===== config.mk =====
export PLATFORM = sky130hd
export DESIGN_NAME = vfw_resp
export DESIGN_NICKNAME = d
export VERILOG_FILES = /design/src/inc/vfw_pkg.sv /design/src/inc/vfw_tmr_if.sv /design/src/verilog/vfw_resp.sv /design/src/verilog/vfw_timer.sv
export VERILOG_INCLUDE_DIRS = /design/src /design/src/inc
export SDC_FILE = /design/constraint.sdc
export NUM_CORES = 2
export LEC_CHECK = 0
export BUFFER_PORTS_ARGS = -buffer_cell sky130_fd_sc_hd__buf_2
export CAP_MARGIN = 10
export CORE_MARGIN = 5
export CORE_UTILIZATION = 35
export DETAILED_ROUTE_END_ITERATION = 10
export SLEW_MARGIN = 20
export SYNTH_ARGS = -nofsm -noshare
export SYNTH_HDL_FRONTEND = slang
export SYNTH_SLANG_ARGS = --single-unit

===== constraint.sdc =====
create_clock -name clk_i -period 16.6 [get_ports clk_i]
set_input_delay 1.66 -clock clk_i [delete_from_list [all_inputs] [get_ports clk_i]]
set_output_delay 1.66 -clock clk_i [all_outputs]
set_load 0.005 [all_outputs]

===== src/inc/vfw_defs.svh =====
/*
 Constants of the output-voltage fault and warning response block:
 command codes, field positions, reset values, status bits, timing.
 Assumes inclusion by bare name from design files.
*/
`ifndef VFW_DEFS_SVH
`define VFW_DEFS_SVH

// Command codes
`define VFW_CMD_CLEAR    8'h03
`define VFW_CMD_OV_RESP  8'h41
`define VFW_CMD_OV_WARN  8'h42
`define VFW_CMD_UV_WARN  8'h43
`define VFW_CMD_ST_BYTE  8'h78
`define VFW_CMD_ST_WORD  8'h79
`define VFW_CMD_ST_VOUT  8'h7a
`define VFW_CMD_ST_CML   8'h7e

// Fault response byte fields
`define VFW_ACT_HI       7
`define VFW_ACT_LO       6
`define VFW_RETRY_HI     5
`define VFW_RETRY_LO     3
`define VFW_DELAY_HI     2
`define VFW_DELAY_LO     0
`define VFW_ACT_IGNORE   2'h0
`define VFW_ACT_BAD      2'h3
`define VFW_RETRY_LATCH  3'h0
`define VFW_RETRY_FOREVR 3'h7

// Reset values
`define VFW_RST_OV_RESP  8'h80
`define VFW_RST_OV_WARN  16'h0238
`define VFW_RST_UV_WARN  16'h01c0
`define VFW_RST_OV_PCT   7'h6f
`define VFW_RST_UV_PCT   7'h57

// Threshold mapping, percent of commanded output
`define VFW_OV_PCT_MIN   7'h67
`define VFW_OV_PCT_MAX   7'h74
`define VFW_UV_PCT_MIN   7'h54
`define VFW_UV_PCT_MAX   7'h61
`define VFW_PCT_STEPS    14
`define VFW_PCT_SCALE    24'h000064
`define VFW_REL_ONE      16'h0200

// Status bit positions
`define VFW_SV_OVF       7
`define VFW_SV_OVW       6
`define VFW_SV_UVW       5
`define VFW_CML_CMD      7
`define VFW_CML_DATA     6
`define VFW_SB_OVF       5
`define VFW_SB_CML       1
`define VFW_SB_NOTA      0

// Timing: one tick per microsecond of rise-time units
`define VFW_CLK_NS       4
`define VFW_TICK_NS      1000
`define VFW_TICK_CYC     (`VFW_TICK_NS / `VFW_CLK_NS)

`endif


===== src/inc/vfw_pkg.sv =====
/*
 Types of the output-voltage fault and warning response block.
 Assumes nothing beyond the compile order.
*/
package vfw_pkg;
   typedef logic [15:0] vfw_word_t;
   typedef logic [7:0]  vfw_byte_t;
   typedef enum logic [2:0] {
      VFW_OFF, VFW_RISE, VFW_VERIFY, VFW_ON, VFW_RESTART_WAIT_PERIOD, VFW_LATCHED
   } vfw_state_t;
endpackage


===== src/inc/vfw_tmr_if.sv =====
/*
 Carrier between the response sequencer and its interval timer.
 Assumes both ends run on the same clock.
*/
`timescale 1ns/100ps
interface vfw_tmr_if #(parameter int W = 20);
   logic         start;
   logic [W-1:0] load;
   logic         tick;
   logic         done;
   modport ctl (output start, output load, output tick, input done);
   modport tmr (input start, input load, input tick, output done);
endinterface


===== src/verilog/vfw_resp.sv =====
/*
 Output overvoltage fault response, restart sequencing and output
 voltage warning thresholds, with their command port and status.
 Assumes the command port is fed by the bus engine on clk_i, and the
 sense and setpoint words come from logic on clk_i.
*/
`timescale 1ns/100ps
`include "vfw_defs.svh"
module vfw_resp #(
   parameter int TMR_W = 20
) (
   // Clock and reset
   input  wire logic             clk_i,
   input  wire logic             rst_i,
   // Command port
   input  wire logic             cmd_valid_i,
   input  wire logic             cmd_write_i,
   input  wire logic             cmd_word_i,
   input  wire vfw_pkg::vfw_byte_t cmd_code_i,
   input  wire vfw_pkg::vfw_word_t cmd_wdata_i,
   output      logic             rd_valid_o,
   output      vfw_pkg::vfw_word_t rd_data_o,
   // Converter side
   input  wire logic             enable_i,
   input  wire logic             ov_fault_i,
   input  wire logic             vout_mode_abs_i,
   input  wire vfw_pkg::vfw_word_t vout_command_i,
   input  wire vfw_pkg::vfw_word_t vsense_i,
   input  wire vfw_pkg::vfw_word_t ton_rise_i,
   input  wire vfw_pkg::vfw_word_t ton_max_i,
   output      logic             conv_on_o,
   output      logic             latched_off_o,
   output      logic             alert_n_o
);
   import vfw_pkg::*;

   generate
      if (TMR_W < 19)
         $error("TMR_W must hold seven rise times");
   endgenerate

   ////////////////////////////////////////////////////////////////////
   // Pin synchronisers: a change counts once stages two and three agree
   logic [1:0] pin_raw;
   logic [1:0] pin_q;
   assign pin_raw = {enable_i, ov_fault_i};

   for (genvar g = 0; g < 2; g++)
   begin : g_sync
      logic s1;
      logic s2;
      logic s3;
      logic q;
      always_ff @(posedge clk_i or posedge rst_i)
      begin
         if (rst_i)
         begin
            s1 <= 1'b0;
            s2 <= 1'b0;
            s3 <= 1'b0;
            q  <= 1'b0;
         end
         else
         begin
            s1 <= pin_raw[g];
            s2 <= s1;
            s3 <= s2;
            if (s2 == s3)
               q <= s3;
         end
      end
      assign pin_q[g] = q;
   end

   logic ov_now;
   logic en_q;
   assign ov_now = pin_q[0];
   assign en_q   = pin_q[1];

   ////////////////////////////////////////////////////////////////////
   // Tick divider
   logic [7:0] div;
   logic [7:0] next_div;
   logic       tick;
   assign tick = div == 8'(`VFW_TICK_CYC - 1);

   always_comb
   begin
      next_div = tick ? 8'h00 : div + 8'h01;
   end

   always_ff @(posedge clk_i or posedge rst_i)
   begin
      if (rst_i)
         div <= 8'h00;
      else
         div <= next_div;
   end

   ////////////////////////////////////////////////////////////////////
   // Limit to percent mapping; result is {valid, percent}
   function automatic logic [7:0] vfw_map(input vfw_word_t lim,
                                          input vfw_word_t refv,
                                          input logic      up);
      logic [23:0] l100;
      logic [6:0]  lo;
      logic [6:0]  hi;
      logic [6:0]  s;
      logic [7:0]  res;
      l100 = 24'(lim) * `VFW_PCT_SCALE;
      lo   = up ? `VFW_OV_PCT_MIN : `VFW_UV_PCT_MIN;
      hi   = up ? `VFW_OV_PCT_MAX : `VFW_UV_PCT_MAX;
      res  = 8'h00;
      for (int i = 0; i < `VFW_PCT_STEPS; i++)
      begin
         // Up walks downward so the smallest step covering wins
         s = up ? 7'(hi - 7'(i)) : 7'(lo + 7'(i));
         if (up ? (l100 <= 24'(refv) * 24'(s)) : (24'(refv) * 24'(s) <= l100))
            res = {1'b1, s};
      end
      if (refv == '0 || l100 < 24'(refv) * 24'(lo) || l100 > 24'(refv) * 24'(hi))
         res = 8'h00;
      return res;
   endfunction

   vfw_word_t map_ref;
   logic [7:0] ov_map;
   logic [7:0] uv_map;
   assign map_ref = vout_mode_abs_i ? vout_command_i : `VFW_REL_ONE;
   assign ov_map  = vfw_map(cmd_wdata_i, map_ref, 1'b1);
   assign uv_map  = vfw_map(cmd_wdata_i, map_ref, 1'b0);

   ////////////////////////////////////////////////////////////////////
   // Registers and status
   vfw_byte_t  ov_action;
   vfw_word_t  ov_warn_threshold;
   vfw_word_t  uv_warn_threshold;
   logic [6:0] ov_pct;
   logic [6:0] uv_pct;
   vfw_byte_t  st_vout;
   vfw_byte_t  st_cml;
   vfw_byte_t  next_action;
   vfw_word_t  next_ovw;
   vfw_word_t  next_uvw;
   logic [6:0] next_ov_pct;
   logic [6:0] next_uv_pct;
   vfw_byte_t  next_st_vout;
   vfw_byte_t  next_st_cml;
   vfw_word_t  next_rd_data;
   vfw_byte_t  st_byte;
   vfw_word_t  st_word;
   vfw_state_t state;
   logic [22:0] ov_level;
   logic [22:0] uv_level;
   logic        ov_warn_hit;
   logic        uv_warn_hit;

   assign ov_level    = 23'((24'(vout_command_i) * 24'(ov_pct)) / `VFW_PCT_SCALE);
   assign uv_level    = 23'((24'(vout_command_i) * 24'(uv_pct)) / `VFW_PCT_SCALE);
   assign ov_warn_hit = 23'(vsense_i) > ov_level;
   assign uv_warn_hit = state == VFW_ON && 23'(vsense_i) < uv_level;

   assign st_byte = {2'h0, st_vout[`VFW_SV_OVF], 3'h0, |st_cml,
                     |st_vout[`VFW_SV_OVW:0]};
   assign st_word = {|st_vout, 7'h00, st_byte};

   logic wr;
   logic rd;
   assign wr = cmd_valid_i && cmd_write_i;
   assign rd = cmd_valid_i && !cmd_write_i;

   always_comb
   begin
      vfw_byte_t set_v;
      vfw_byte_t set_c;
      vfw_byte_t clr_v;
      vfw_byte_t clr_c;
      set_v = 8'h00;
      set_c = 8'h00;
      clr_v = 8'h00;
      clr_c = 8'h00;
      next_action  = ov_action;
      next_ovw     = ov_warn_threshold;
      next_uvw     = uv_warn_threshold;
      next_ov_pct  = ov_pct;
      next_uv_pct  = uv_pct;
      next_rd_data = rd_data_o;
      set_v[`VFW_SV_OVF] = ov_now;
      set_v[`VFW_SV_OVW] = ov_warn_hit;
      set_v[`VFW_SV_UVW] = uv_warn_hit;
      if (cmd_valid_i)
      begin
         unique case (cmd_code_i)
            `VFW_CMD_OV_RESP:
            begin
               if (rd)
                  next_rd_data = {8'h00, ov_action};
               else if (cmd_word_i ||
                        cmd_wdata_i[`VFW_ACT_HI:`VFW_ACT_LO] == `VFW_ACT_BAD)
                  set_c[`VFW_CML_DATA] = 1'b1;
               else
                  next_action = cmd_wdata_i[7:0];
            end
            `VFW_CMD_OV_WARN:
            begin
               if (rd)
                  next_rd_data = ov_warn_threshold;
               else if (!cmd_word_i || !ov_map[7])
                  set_c[`VFW_CML_DATA] = 1'b1;
               else
               begin
                  next_ovw    = cmd_wdata_i;
                  next_ov_pct = ov_map[6:0];
               end
            end
            `VFW_CMD_UV_WARN:
            begin
               if (rd)
                  next_rd_data = uv_warn_threshold;
               else if (!cmd_word_i || !uv_map[7])
                  set_c[`VFW_CML_DATA] = 1'b1;
               else
               begin
                  next_uvw    = cmd_wdata_i;
                  next_uv_pct = uv_map[6:0];
               end
            end
            `VFW_CMD_ST_BYTE:
               next_rd_data = {8'h00, st_byte};
            `VFW_CMD_ST_WORD:
               next_rd_data = st_word;
            `VFW_CMD_ST_VOUT:
            begin
               next_rd_data = {8'h00, st_vout};
               clr_v = wr ? cmd_wdata_i[7:0] : 8'h00;
            end
            `VFW_CMD_ST_CML:
            begin
               next_rd_data = {8'h00, st_cml};
               clr_c = wr ? cmd_wdata_i[7:0] : 8'h00;
            end
            `VFW_CMD_CLEAR:
            begin
               next_rd_data = 16'h0000;
               clr_v = {8{wr}};
               clr_c = {8{wr}};
            end
            default:
            begin
               next_rd_data = 16'h0000;
               set_c[`VFW_CML_CMD] = 1'b1;
            end
         endcase
      end
      // Set wins over a clear in the same cycle
      next_st_vout = (st_vout & ~clr_v) | set_v;
      next_st_cml  = (st_cml & ~clr_c) | set_c;
   end

   always_ff @(posedge clk_i or posedge rst_i)
   begin
      if (rst_i)
      begin
         ov_action         <= `VFW_RST_OV_RESP;
         ov_warn_threshold <= `VFW_RST_OV_WARN;
         uv_warn_threshold <= `VFW_RST_UV_WARN;
         ov_pct            <= `VFW_RST_OV_PCT;
         uv_pct            <= `VFW_RST_UV_PCT;
         st_vout           <= 8'h00;
         st_cml            <= 8'h00;
         rd_data_o         <= 16'h0000;
         rd_valid_o        <= 1'b0;
         alert_n_o         <= 1'b1;
      end
      else
      begin
         ov_action         <= next_action;
         ov_warn_threshold <= next_ovw;
         uv_warn_threshold <= next_uvw;
         ov_pct            <= next_ov_pct;
         uv_pct            <= next_uv_pct;
         st_vout           <= next_st_vout;
         st_cml            <= next_st_cml;
         rd_data_o         <= next_rd_data;
         rd_valid_o        <= rd;
         alert_n_o         <= !(|st_vout || |st_cml);
      end
   end

   ////////////////////////////////////////////////////////////////////
   // Start-up, shutdown and restart sequencer
   vfw_tmr_if #(.W(TMR_W)) tmr ();
   logic [2:0]  retry_cnt;
   logic [2:0]  next_retry;
   vfw_state_t  next_state;
   logic        act_shut;
   logic [2:0]  retry_lim;
   logic [2:0]  dly;
   logic [TMR_W-1:0] rise_wait;
   logic [TMR_W-1:0] restart_wait_period_len;

   vfw_timer u_tmr (
      .clk_i (clk_i),
      .rst_i (rst_i),
      .t     (tmr.tmr)
   );

   assign tmr.tick  = tick;
   assign act_shut  = ov_action[`VFW_ACT_HI:`VFW_ACT_LO] != `VFW_ACT_IGNORE;
   assign retry_lim = ov_action[`VFW_RETRY_HI:`VFW_RETRY_LO];
   assign dly       = ov_action[`VFW_DELAY_HI:`VFW_DELAY_LO];
   // Rise window ends at the longer of rise and max-on time
   assign rise_wait = TMR_W'((ton_max_i > ton_rise_i) ? ton_max_i : ton_rise_i);
   assign restart_wait_period_len = TMR_W'(ton_rise_i) * TMR_W'((dly == 3'h0) ? 3'h1 : dly);

   always_comb
   begin
      logic shut;
      shut       = ov_now && act_shut;
      next_state = state;
      next_retry = retry_cnt;
      tmr.start  = 1'b0;
      tmr.load   = rise_wait;
      unique case (state)
         VFW_OFF:
            // No start into a standing fault
            if (en_q && !ov_now)
            begin
               next_state = VFW_RISE;
               tmr.start  = 1'b1;
            end
         VFW_RISE, VFW_VERIFY, VFW_ON:
            if (shut)
            begin
               // Latch or restart_wait_period by retry field
               if (retry_lim == `VFW_RETRY_LATCH ||
                   (retry_lim != `VFW_RETRY_FOREVR && retry_cnt >= retry_lim))
                  next_state = VFW_LATCHED;
               else
               begin
                  next_state = VFW_RESTART_WAIT_PERIOD;
                  tmr.start  = 1'b1;
                  tmr.load   = restart_wait_period_len;
               end
            end
            else if (state == VFW_RISE && tmr.done)
            begin
               next_state = VFW_VERIFY;
               tmr.start  = 1'b1;
               tmr.load   = TMR_W'(ton_rise_i);
            end
            else if (state == VFW_VERIFY && tmr.done)
            begin
               next_state = VFW_ON;
               next_retry = 3'h0;
            end
         VFW_RESTART_WAIT_PERIOD:
            if (tmr.done)
            begin
               next_state = VFW_RISE;
               tmr.start  = 1'b1;
               next_retry = (retry_cnt == 3'h7) ? retry_cnt : retry_cnt + 3'h1;
            end
         VFW_LATCHED:
            next_state = VFW_LATCHED;
      endcase
      if (!en_q)
      begin
         next_state = VFW_OFF;
         next_retry = 3'h0;
         tmr.start  = 1'b0;
      end
   end

   always_ff @(posedge clk_i or posedge rst_i)
   begin
      if (rst_i)
      begin
         state         <= VFW_OFF;
         retry_cnt     <= 3'h0;
         conv_on_o     <= 1'b0;
         latched_off_o <= 1'b0;
      end
      else
      begin
         state         <= next_state;
         retry_cnt     <= next_retry;
         conv_on_o     <= next_state inside {VFW_RISE, VFW_VERIFY, VFW_ON};
         latched_off_o <= next_state == VFW_LATCHED;
      end
   end

   ////////////////////////////////////////////////////////////////////
   // Assertions
   ov_flag_alert_a: assert property (@(posedge clk_i) disable iff (rst_i)
      ov_now |-> ##1 (st_vout[`VFW_SV_OVF] && st_word[15] && st_byte[`VFW_SB_OVF])
                 ##1 !alert_n_o)
      else $error("overvoltage fault not flagged");
   ov_ignore_run_a: assert property (@(posedge clk_i) disable iff (rst_i)
      (state == VFW_ON && en_q && ov_action[7:6] == 2'h0) |=> (state == VFW_ON && conv_on_o))
      else $error("ignore action stopped output");
   retry_zero_a: assert property (@(posedge clk_i) disable iff (rst_i)
      (state == VFW_ON && en_q && ov_now && ov_action[7:6] != 2'h0 && ov_action[5:3] == 3'h0)
      |=> state == VFW_LATCHED)
      else $error("retry zero did not latch off");
   bad_data_a: assert property (@(posedge clk_i) disable iff (rst_i)
      (wr && !cmd_word_i && cmd_code_i == `VFW_CMD_OV_RESP && cmd_wdata_i[7:6] == 2'h3)
      |=> (st_cml[`VFW_CML_DATA] && ov_action == $past(ov_action)) ##1 !alert_n_o)
      else $error("invalid response byte accepted");
   restart_ok_a: assert property (@(posedge clk_i) disable iff (rst_i)
      (state == VFW_VERIFY && tmr.done && en_q && !ov_now)
      |=> (state == VFW_ON && retry_cnt == 3'h0))
      else $error("successful restart not recorded");
   start_block_a: assert property (@(posedge clk_i) disable iff (rst_i)
      (state == VFW_OFF && ov_now) |=> (state == VFW_OFF && !conv_on_o))
      else $error("start-up into standing overvoltage");
   ov_warn_flag_a: assert property (@(posedge clk_i) disable iff (rst_i)
      ov_warn_hit |=> st_vout[`VFW_SV_OVW] ##1 !alert_n_o)
      else $error("overvoltage warning not flagged");
   ov_pct_range_a: assert property (@(posedge clk_i) disable iff (rst_i)
      ov_pct >= `VFW_OV_PCT_MIN && ov_pct <= `VFW_OV_PCT_MAX)
      else $error("overvoltage warning percent out of range");
   uv_warn_flag_a: assert property (@(posedge clk_i) disable iff (rst_i)
      uv_warn_hit |=> st_vout[`VFW_SV_UVW] && st_word[15])
      else $error("undervoltage warning not flagged");
   uv_pct_range_a: assert property (@(posedge clk_i) disable iff (rst_i)
      uv_pct >= `VFW_UV_PCT_MIN && uv_pct <= `VFW_UV_PCT_MAX)
      else $error("undervoltage warning percent out of range");
   word_hold_a: assert property (@(posedge clk_i) disable iff (rst_i)
      (!wr && $changed(vout_command_i)) |=> $stable(ov_warn_threshold))
      else $error("limit word changed without a write");
   resp_write_a: assert property (@(posedge clk_i) disable iff (rst_i)
      (wr && !cmd_word_i && cmd_code_i == `VFW_CMD_OV_RESP && cmd_wdata_i[7:6] != 2'h3)
      |=> ov_action == $past(cmd_wdata_i[7:0]))
      else $error("response byte not applied");
   retry_count_a: assert property (@(posedge clk_i) disable iff (rst_i)
      (state == VFW_RESTART_WAIT_PERIOD && tmr.done && en_q && retry_cnt != 3'h7)
      |=> (state == VFW_RISE && retry_cnt == $past(retry_cnt) + 3'h1))
      else $error("restart attempt not counted");
endmodule // vfw_resp


===== src/verilog/vfw_timer.sv =====
/*
 Interval timer counting tick enables down from a loaded value.
 Assumes start is a one-cycle pulse from the sequencer.
*/
`timescale 1ns/100ps
module vfw_timer (
   // Clock and reset
   input  wire logic clk_i,
   input  wire logic rst_i,
   // Sequencer side
   vfw_tmr_if.tmr    t
);
   logic [$bits(t.load)-1:0] cnt;
   logic [$bits(t.load)-1:0] next_cnt;
   logic                     run;
   logic                     next_run;

   always_comb
   begin
      next_cnt = cnt;
      next_run = run;
      if (t.start)
      begin
         next_cnt = t.load;
         next_run = 1'b1;
      end
      else if (t.tick && cnt != '0)
         next_cnt = cnt - 1'b1;
   end

   always_ff @(posedge clk_i or posedge rst_i)
   begin
      if (rst_i)
      begin
         cnt <= '0;
         run <= 1'b0;
      end
      else
      begin
         cnt <= next_cnt;
         run <= next_run;
      end
   end

   // Stays high until the next start
   assign t.done = run && cnt == '0;
endmodule // vfw_timer


* Word level (Yosys, flattened, before mapping)
Index checks and enable logic that the tools add are counted.
** Cells by class
- Divide/modulo/power cells :: 2
- Add/sub/neg operators :: 3
- Eq/ne operators :: 32
- Multipliers :: 32
- Order comparisons :: 36
- Muxes and demuxes :: 80
- Bitwise logic cells :: 10
- Reduce and logical (&&, ||, !) cells :: 44
** Operators with widths (number)
- less-or-equal comparator 23 bit :: 28
- multiplier 16 x 7 -> 23 bit (second input constant) :: 14
- 2-to-1 mux 8 bit :: 34
- multiplier 16 x 6 -> 22 bit (second input constant) :: 6
- one-hot mux 16 bit (7 select lines) :: 1
- multiplier 16 x 5 -> 21 bit (second input constant) :: 5
- 2-to-1 mux 16 bit :: 6
- 2-to-1 mux 20 bit :: 4
- == test 8 x 7 -> 1 bit (second input constant) :: 7
- divider 23 x 7 -> 24 bit (second input constant) :: 2
- greater-than comparator 23 bit :: 2
- less-than comparator 23 bit :: 2
- multiplier 16 x 7 -> 23 bit :: 2
- multiplier 16 x 4 -> 20 bit (second input constant) :: 2
- 2-to-1 mux 3 bit :: 13
- one-hot mux 8 bit (2 select lines) :: 2
- OR reduction 8 bit :: 3
- greater-than comparator 16 x 23 -> 1 bit :: 1
- less-than comparator 16 x 23 -> 1 bit :: 1
- zero test 20 bit :: 1
- nonzero test 20 bit :: 1
- subtractor 20 x 1 -> 20 bit (second input constant) :: 1
- multiplier 16 x 3 -> 19 bit :: 1
- multiplier 16 x 3 -> 19 bit (second input constant) :: 1
- 36 further kinds :: 99
** Storage, ports and cells
- Output and inout port bits :: 20
- Word-level logic and storage cells :: 264
- Bits in registers :: 133

* Logic depth before layout (Yosys ltp)
- Depth after elaboration :: 25
- Mapped depth :: 75
- Mapped depth without buffers :: 67

* Modules after synthesis
Synthesis repeated with hierarchy kept, for this count alone.
** Second synthesis, totals
- Cell total of the unflattened synthesis :: 8373
- Area, all modules :: 69914.6 um^2
** Modules (own cells, without submodules)
- vfw_resp :: sequential area each 2801.4 um^2, area an instance 68580.8 um^2, instances 1, cells an instance 8212
- vfw_timer :: sequential area each 525.5 um^2, area an instance 1333.8 um^2, instances 1, cells an instance 161

* Worst setup path before layout
No wires, ideal clock.
- Path kind :: input to register
- From :: in vout_command_i[7]
- To :: reg st_vout[6]
- Library setup time :: 130 ps
- Required time :: 16470 ps
- Stages :: 67
- Arrival :: 16492 ps
- Setup slack :: -22 ps
- Cells stage by stage :: clkbuf_1 nand2_1 fa_1 inv_1 fa_1 fa_1 inv_1 fa_1 inv_1 ha_1 buf_6 a21oi_1 nor2b_1 o41ai_2 nand2_1 a211o_1 nor2_2 o22ai_1 [31 not listed] a221o_1 a21oi_4 a311o_2 nand2_1 a2111oi_2 ha_1 nor2b_1 o21ai_0 nand2b_1 a21oi_1 nor2b_1 o21ai_0 nand2b_1 a21oi_1 o21ai_0 o21a_1 o32ai_1 o21ai_0
** On the way
- Word-level cells in the longest chain between the ends :: 4
** RTL lines
- start, declared :: line vfw_resp.sv:27 : input wire vfw_pkg::vfw_word_t vout_command_i,
- multiplier 16 x 7 -> 23 bit :: line vfw_resp.sv:158 : assign ov_level = 23'((24'(vout_command_i) * 24'(ov_pct)) / `VFW_PCT_SCALE);
- divider 23 x 7 -> 24 bit (no source line)
- greater-than comparator 16 x 23 -> 1 bit :: line vfw_resp.sv:160 : assign ov_warn_hit = 23'(vsense_i) > ov_level;
- bitwise OR 8 bit :: line vfw_resp.sv:256 : next_st_vout = (st_vout & ~clr_v) | set_v;
- named net next_st_vout[6] :: line vfw_resp.sv:147 : vfw_byte_t next_st_vout;
- end signal, assigned :: line vfw_resp.sv:282 : st_vout <= next_st_vout;
- end, declared :: line vfw_resp.sv:140 : vfw_byte_t st_vout;
The timed path passes the listed nets, and every way through them passes these cells.
A chain may end at the register's enable or synchronous reset.

* Worst setup path in the final report
Ends and elaborated chain as after synthesis.

==> reports/results.ini <==
[outcome]
status = complete, no violations

[power_and_ir_drop]
power_w = 0.00990
leakage_nw = 42.0
powerDensity_mw_per_mm2 = 122
peakVddDrop_v = 0.0000775

[worst_setup_path]
rrSetupSlack_ns = 0.72
cp_max_fo = 7
cp-end-kind = flop
critPathKind = input port to flop
worstPathArrival_ns = 16.59
cp_data_required_time_ns = 16.94
start_kind = input port
max_stage_delay_ns = 0.61
critPathSlowestCell = or4_4
critPathBufInv = 10
crit_family = compound AO/OA/AOI/OAI gates

[cells_and_area]
final_common_cell = inv_1
layout_common_cells = 1,429 x inv_1, 1,387 x ha_1, 705 x fa_1
final_cells = 11800
nNetsFinal = 11300
fillers = 20000
area_growth_syn_to_layout_pct = 15.5
layout-drive-gt1-share = 0.142
fin_area_mm2 = 0.0811

[floorplan]
dieArea_mm2 = 0.210
core_mm2 = 0.200
ios = 116
die_y_um = 458
start_util = 0.352
rows = 164
die_w_um = 458

[logic_synthesis]
async_flop_share = 1.00
synth-edff-count = 0
synth_seq_cells = 132
ys_warn_count = 0
synth_top_cell_area_share = 0.250
synth_cells = 8410
avgSynthCellArea_um2 = 8.35
netlist_area_mm2 = 0.0702
synth_nets = 10600
ys_types = 143
netlist.top_cell.by_area = ha_1
ys_top_cells_by_area = ha_1 25%, fa_1 20%, inv_1 7.7%
ys.flop_type = dfrtp_1
seq_area_frac_synth = 0.0474

[grt]
grt_pass1_vias = 63400
grt_max_degree = 68
antenna_found_initial = 6
grt-ovfl-total = 0
grt_pass1_wl_mm = 379
gr-usage-all-layers = 0.231

[route]
postRouteAntennaNets = 0
drt_first_pass_iters = 6
via_per_inst = 5.44
postRouteWirelength_mm = 252
drt_iter0_markers = 4615
vias = 64000
wire_per_inst_um = 21.5
drc = 0

[timing]
finalHoldViolCount = 0
setup_violations = 0
rsz0062_at_grt = yes
fmax_mhz = 61.5
setup_tns_ns = 0
slew_viol_final = 0
fin_crit_sh = 0.979
fin_skew_ns = 0.0217
timing.final.crit_period_ns = 16.26
whs_ns = 0.350
relSlewSlack = 0.167
worst_pin_slew_ns = 1.24

[placed_design]
io_buffers = 115
dp.cells = 11700
hpwl_mm = 210
gp_congestion = 1.00
dpl-instance-area_mm2 = 0.0783

[clocking]
cts_buffer_depth = 2
clk_latency_ns = 0.46
cts.root.buffer_cell = clkbuf_16
htree_levels = 4
clock_sinks = 132
cts_buffers = 17
tritoncts = yes
path_clk_slew_ns = 0.09

[job]
drv_cap = 0

[min_path]
hold_class = flop to flop

[stage by stage]
step            util  setup WS [ns]
3_3_place_gp   0.392         -0.793
6_report       0.406          0.342
4_1_cts        0.396        -0.0414
5_1_grt        0.406         -0.331
3_5_place_dp   0.392         -0.838
2_1_floorplan      -        0.00537
[metal layers]
layer  GRT usage  vias to the layer above  part of all wire
li1            -                    30300                 -
met1       0.303                    31200              0.43
met2       0.383                     1956              0.46
met3      0.0252                      471             0.060
met4       0.101                        2             0.055
met5           0                        -          0.000048
[power by group]
| group | internal, W | leakage, nW | switching [W] |
|---|---|---|---|
| registers | 0.000344 | 1.68 | 0.0000240 |
| logic | 0.00382 | 40.0 | 0.00529 |
| clock network | 0.000232 | 0.311 | 0.000186 |
[sequential cells by signal (all words and copies together), names as in the netlist]
name and count:
g_sync.q 1, uv_warn_threshold 16, st_vout 8, u_tmr.cnt 20
g_sync.s3 2, en_q 1, state 3, ov_pct 6
rd_data_o 16, latched_off_o 1, conv_on_o 1, ov_action 8
retry_cnt 3, uv_pct 7, g_sync.s2 2, rd_valid_o 1
ov_warn_threshold 16, div 8, alert_n_o 1, st_cml 8
u_tmr.run 1, g_sync.s1 2
[worst paths after layout]
| kind | cells after the start | end | start |
|---|---|---|---|
| max | 70 | st_vout[6]$_DFF_PP0_ | vout_command_i[7] |
| min | 0 | g_sync[0].s2$_DFF_PP0_ | g_sync[0].s1$_DFF_PP0_ |
| max reg2reg | 70 | st_vout[6]$_DFF_PP0_ | ov_pct[5]$_DFFE_PP1P_ |
| min reg2reg | 0 | g_sync[0].s2$_DFF_PP0_ | g_sync[0].s1$_DFF_PP0_ |
| max in group asynchronous | 3 | ov_warn_threshold[14]$_DFFE_PP0P_ | rst_i |
| min in group asynchronous | 2 | rd_data_o[2]$_DFFE_PP0P_ | rst_i |
[cell type report]
type	instances	area, um2	share of cell area
flip-flops and latches	132	3330	0.0410
well taps	2656	3320	0.0410
repair buffers	794	5830	0.0719
diodes	3	7.51	0.0000925
multi-input cells	6681	62500	0.771
clock inverters	15	206	0.00254
clock buffers	17	425	0.00524
inverters	1453	5480	0.0675
[cells by family after synthesis]
kind of cell,after synthesis,synth area share
compound gates,2125,0.199
xor+xnor,553,0.0697
fa+ha+maj,2121,0.453
buf+inv,1598,0.0872
flops,132,0.0474
mux,79,0.0120
simple gates,1802,0.131
[cells in the mapped netlist (13+ instances only)]
cell type / count
o21a_1: 42
a21oi_1: 584
and3_1: 30
dfstp_2: 19
mux2_2: 31
or4_1: 18
nand3_1: 170
or3_1: 18
dfrtp_1: 113
nor2_1: 328
a311oi_1: 13
nand2b_1: 165
nand2_1: 471
a211oi_1: 66
xor2_1: 176
or2_2: 21
clkbuf_1: 100
and4_1: 16
xnor2_1: 372
fa_1: 706
inv_1: 1443
o22ai_1: 25
o31ai_1: 48
nor2b_1: 102
o2111ai_1: 17
nor3_1: 74
nand4_1: 147
o211ai_1: 28
a31oi_1: 72
nor4_1: 28
mux2i_1: 44
a211o_1: 15
and2_1: 154
o21ai_0: 487
a31o_2: 14
a22oi_1: 21
a221oi_1: 22
ha_1: 1405
o31a_1: 15
o21bai_1: 104
buf_2: 18
a21o_1: 322
[what timing repair did]
| item | in CTS | in global routing |
|---|---|---|
| buffers inserted | 0 | 57 |
| pin swaps | 0 | 174 |
| gates cloned | 0 | 3 |
| hold buffers | 0 | 0 |
| gates resized for setup | 11 | 366 |
| endpoints found under the setup margin | 2 | 2 |
No activity file was read; power rests on OpenSTA's default activity.
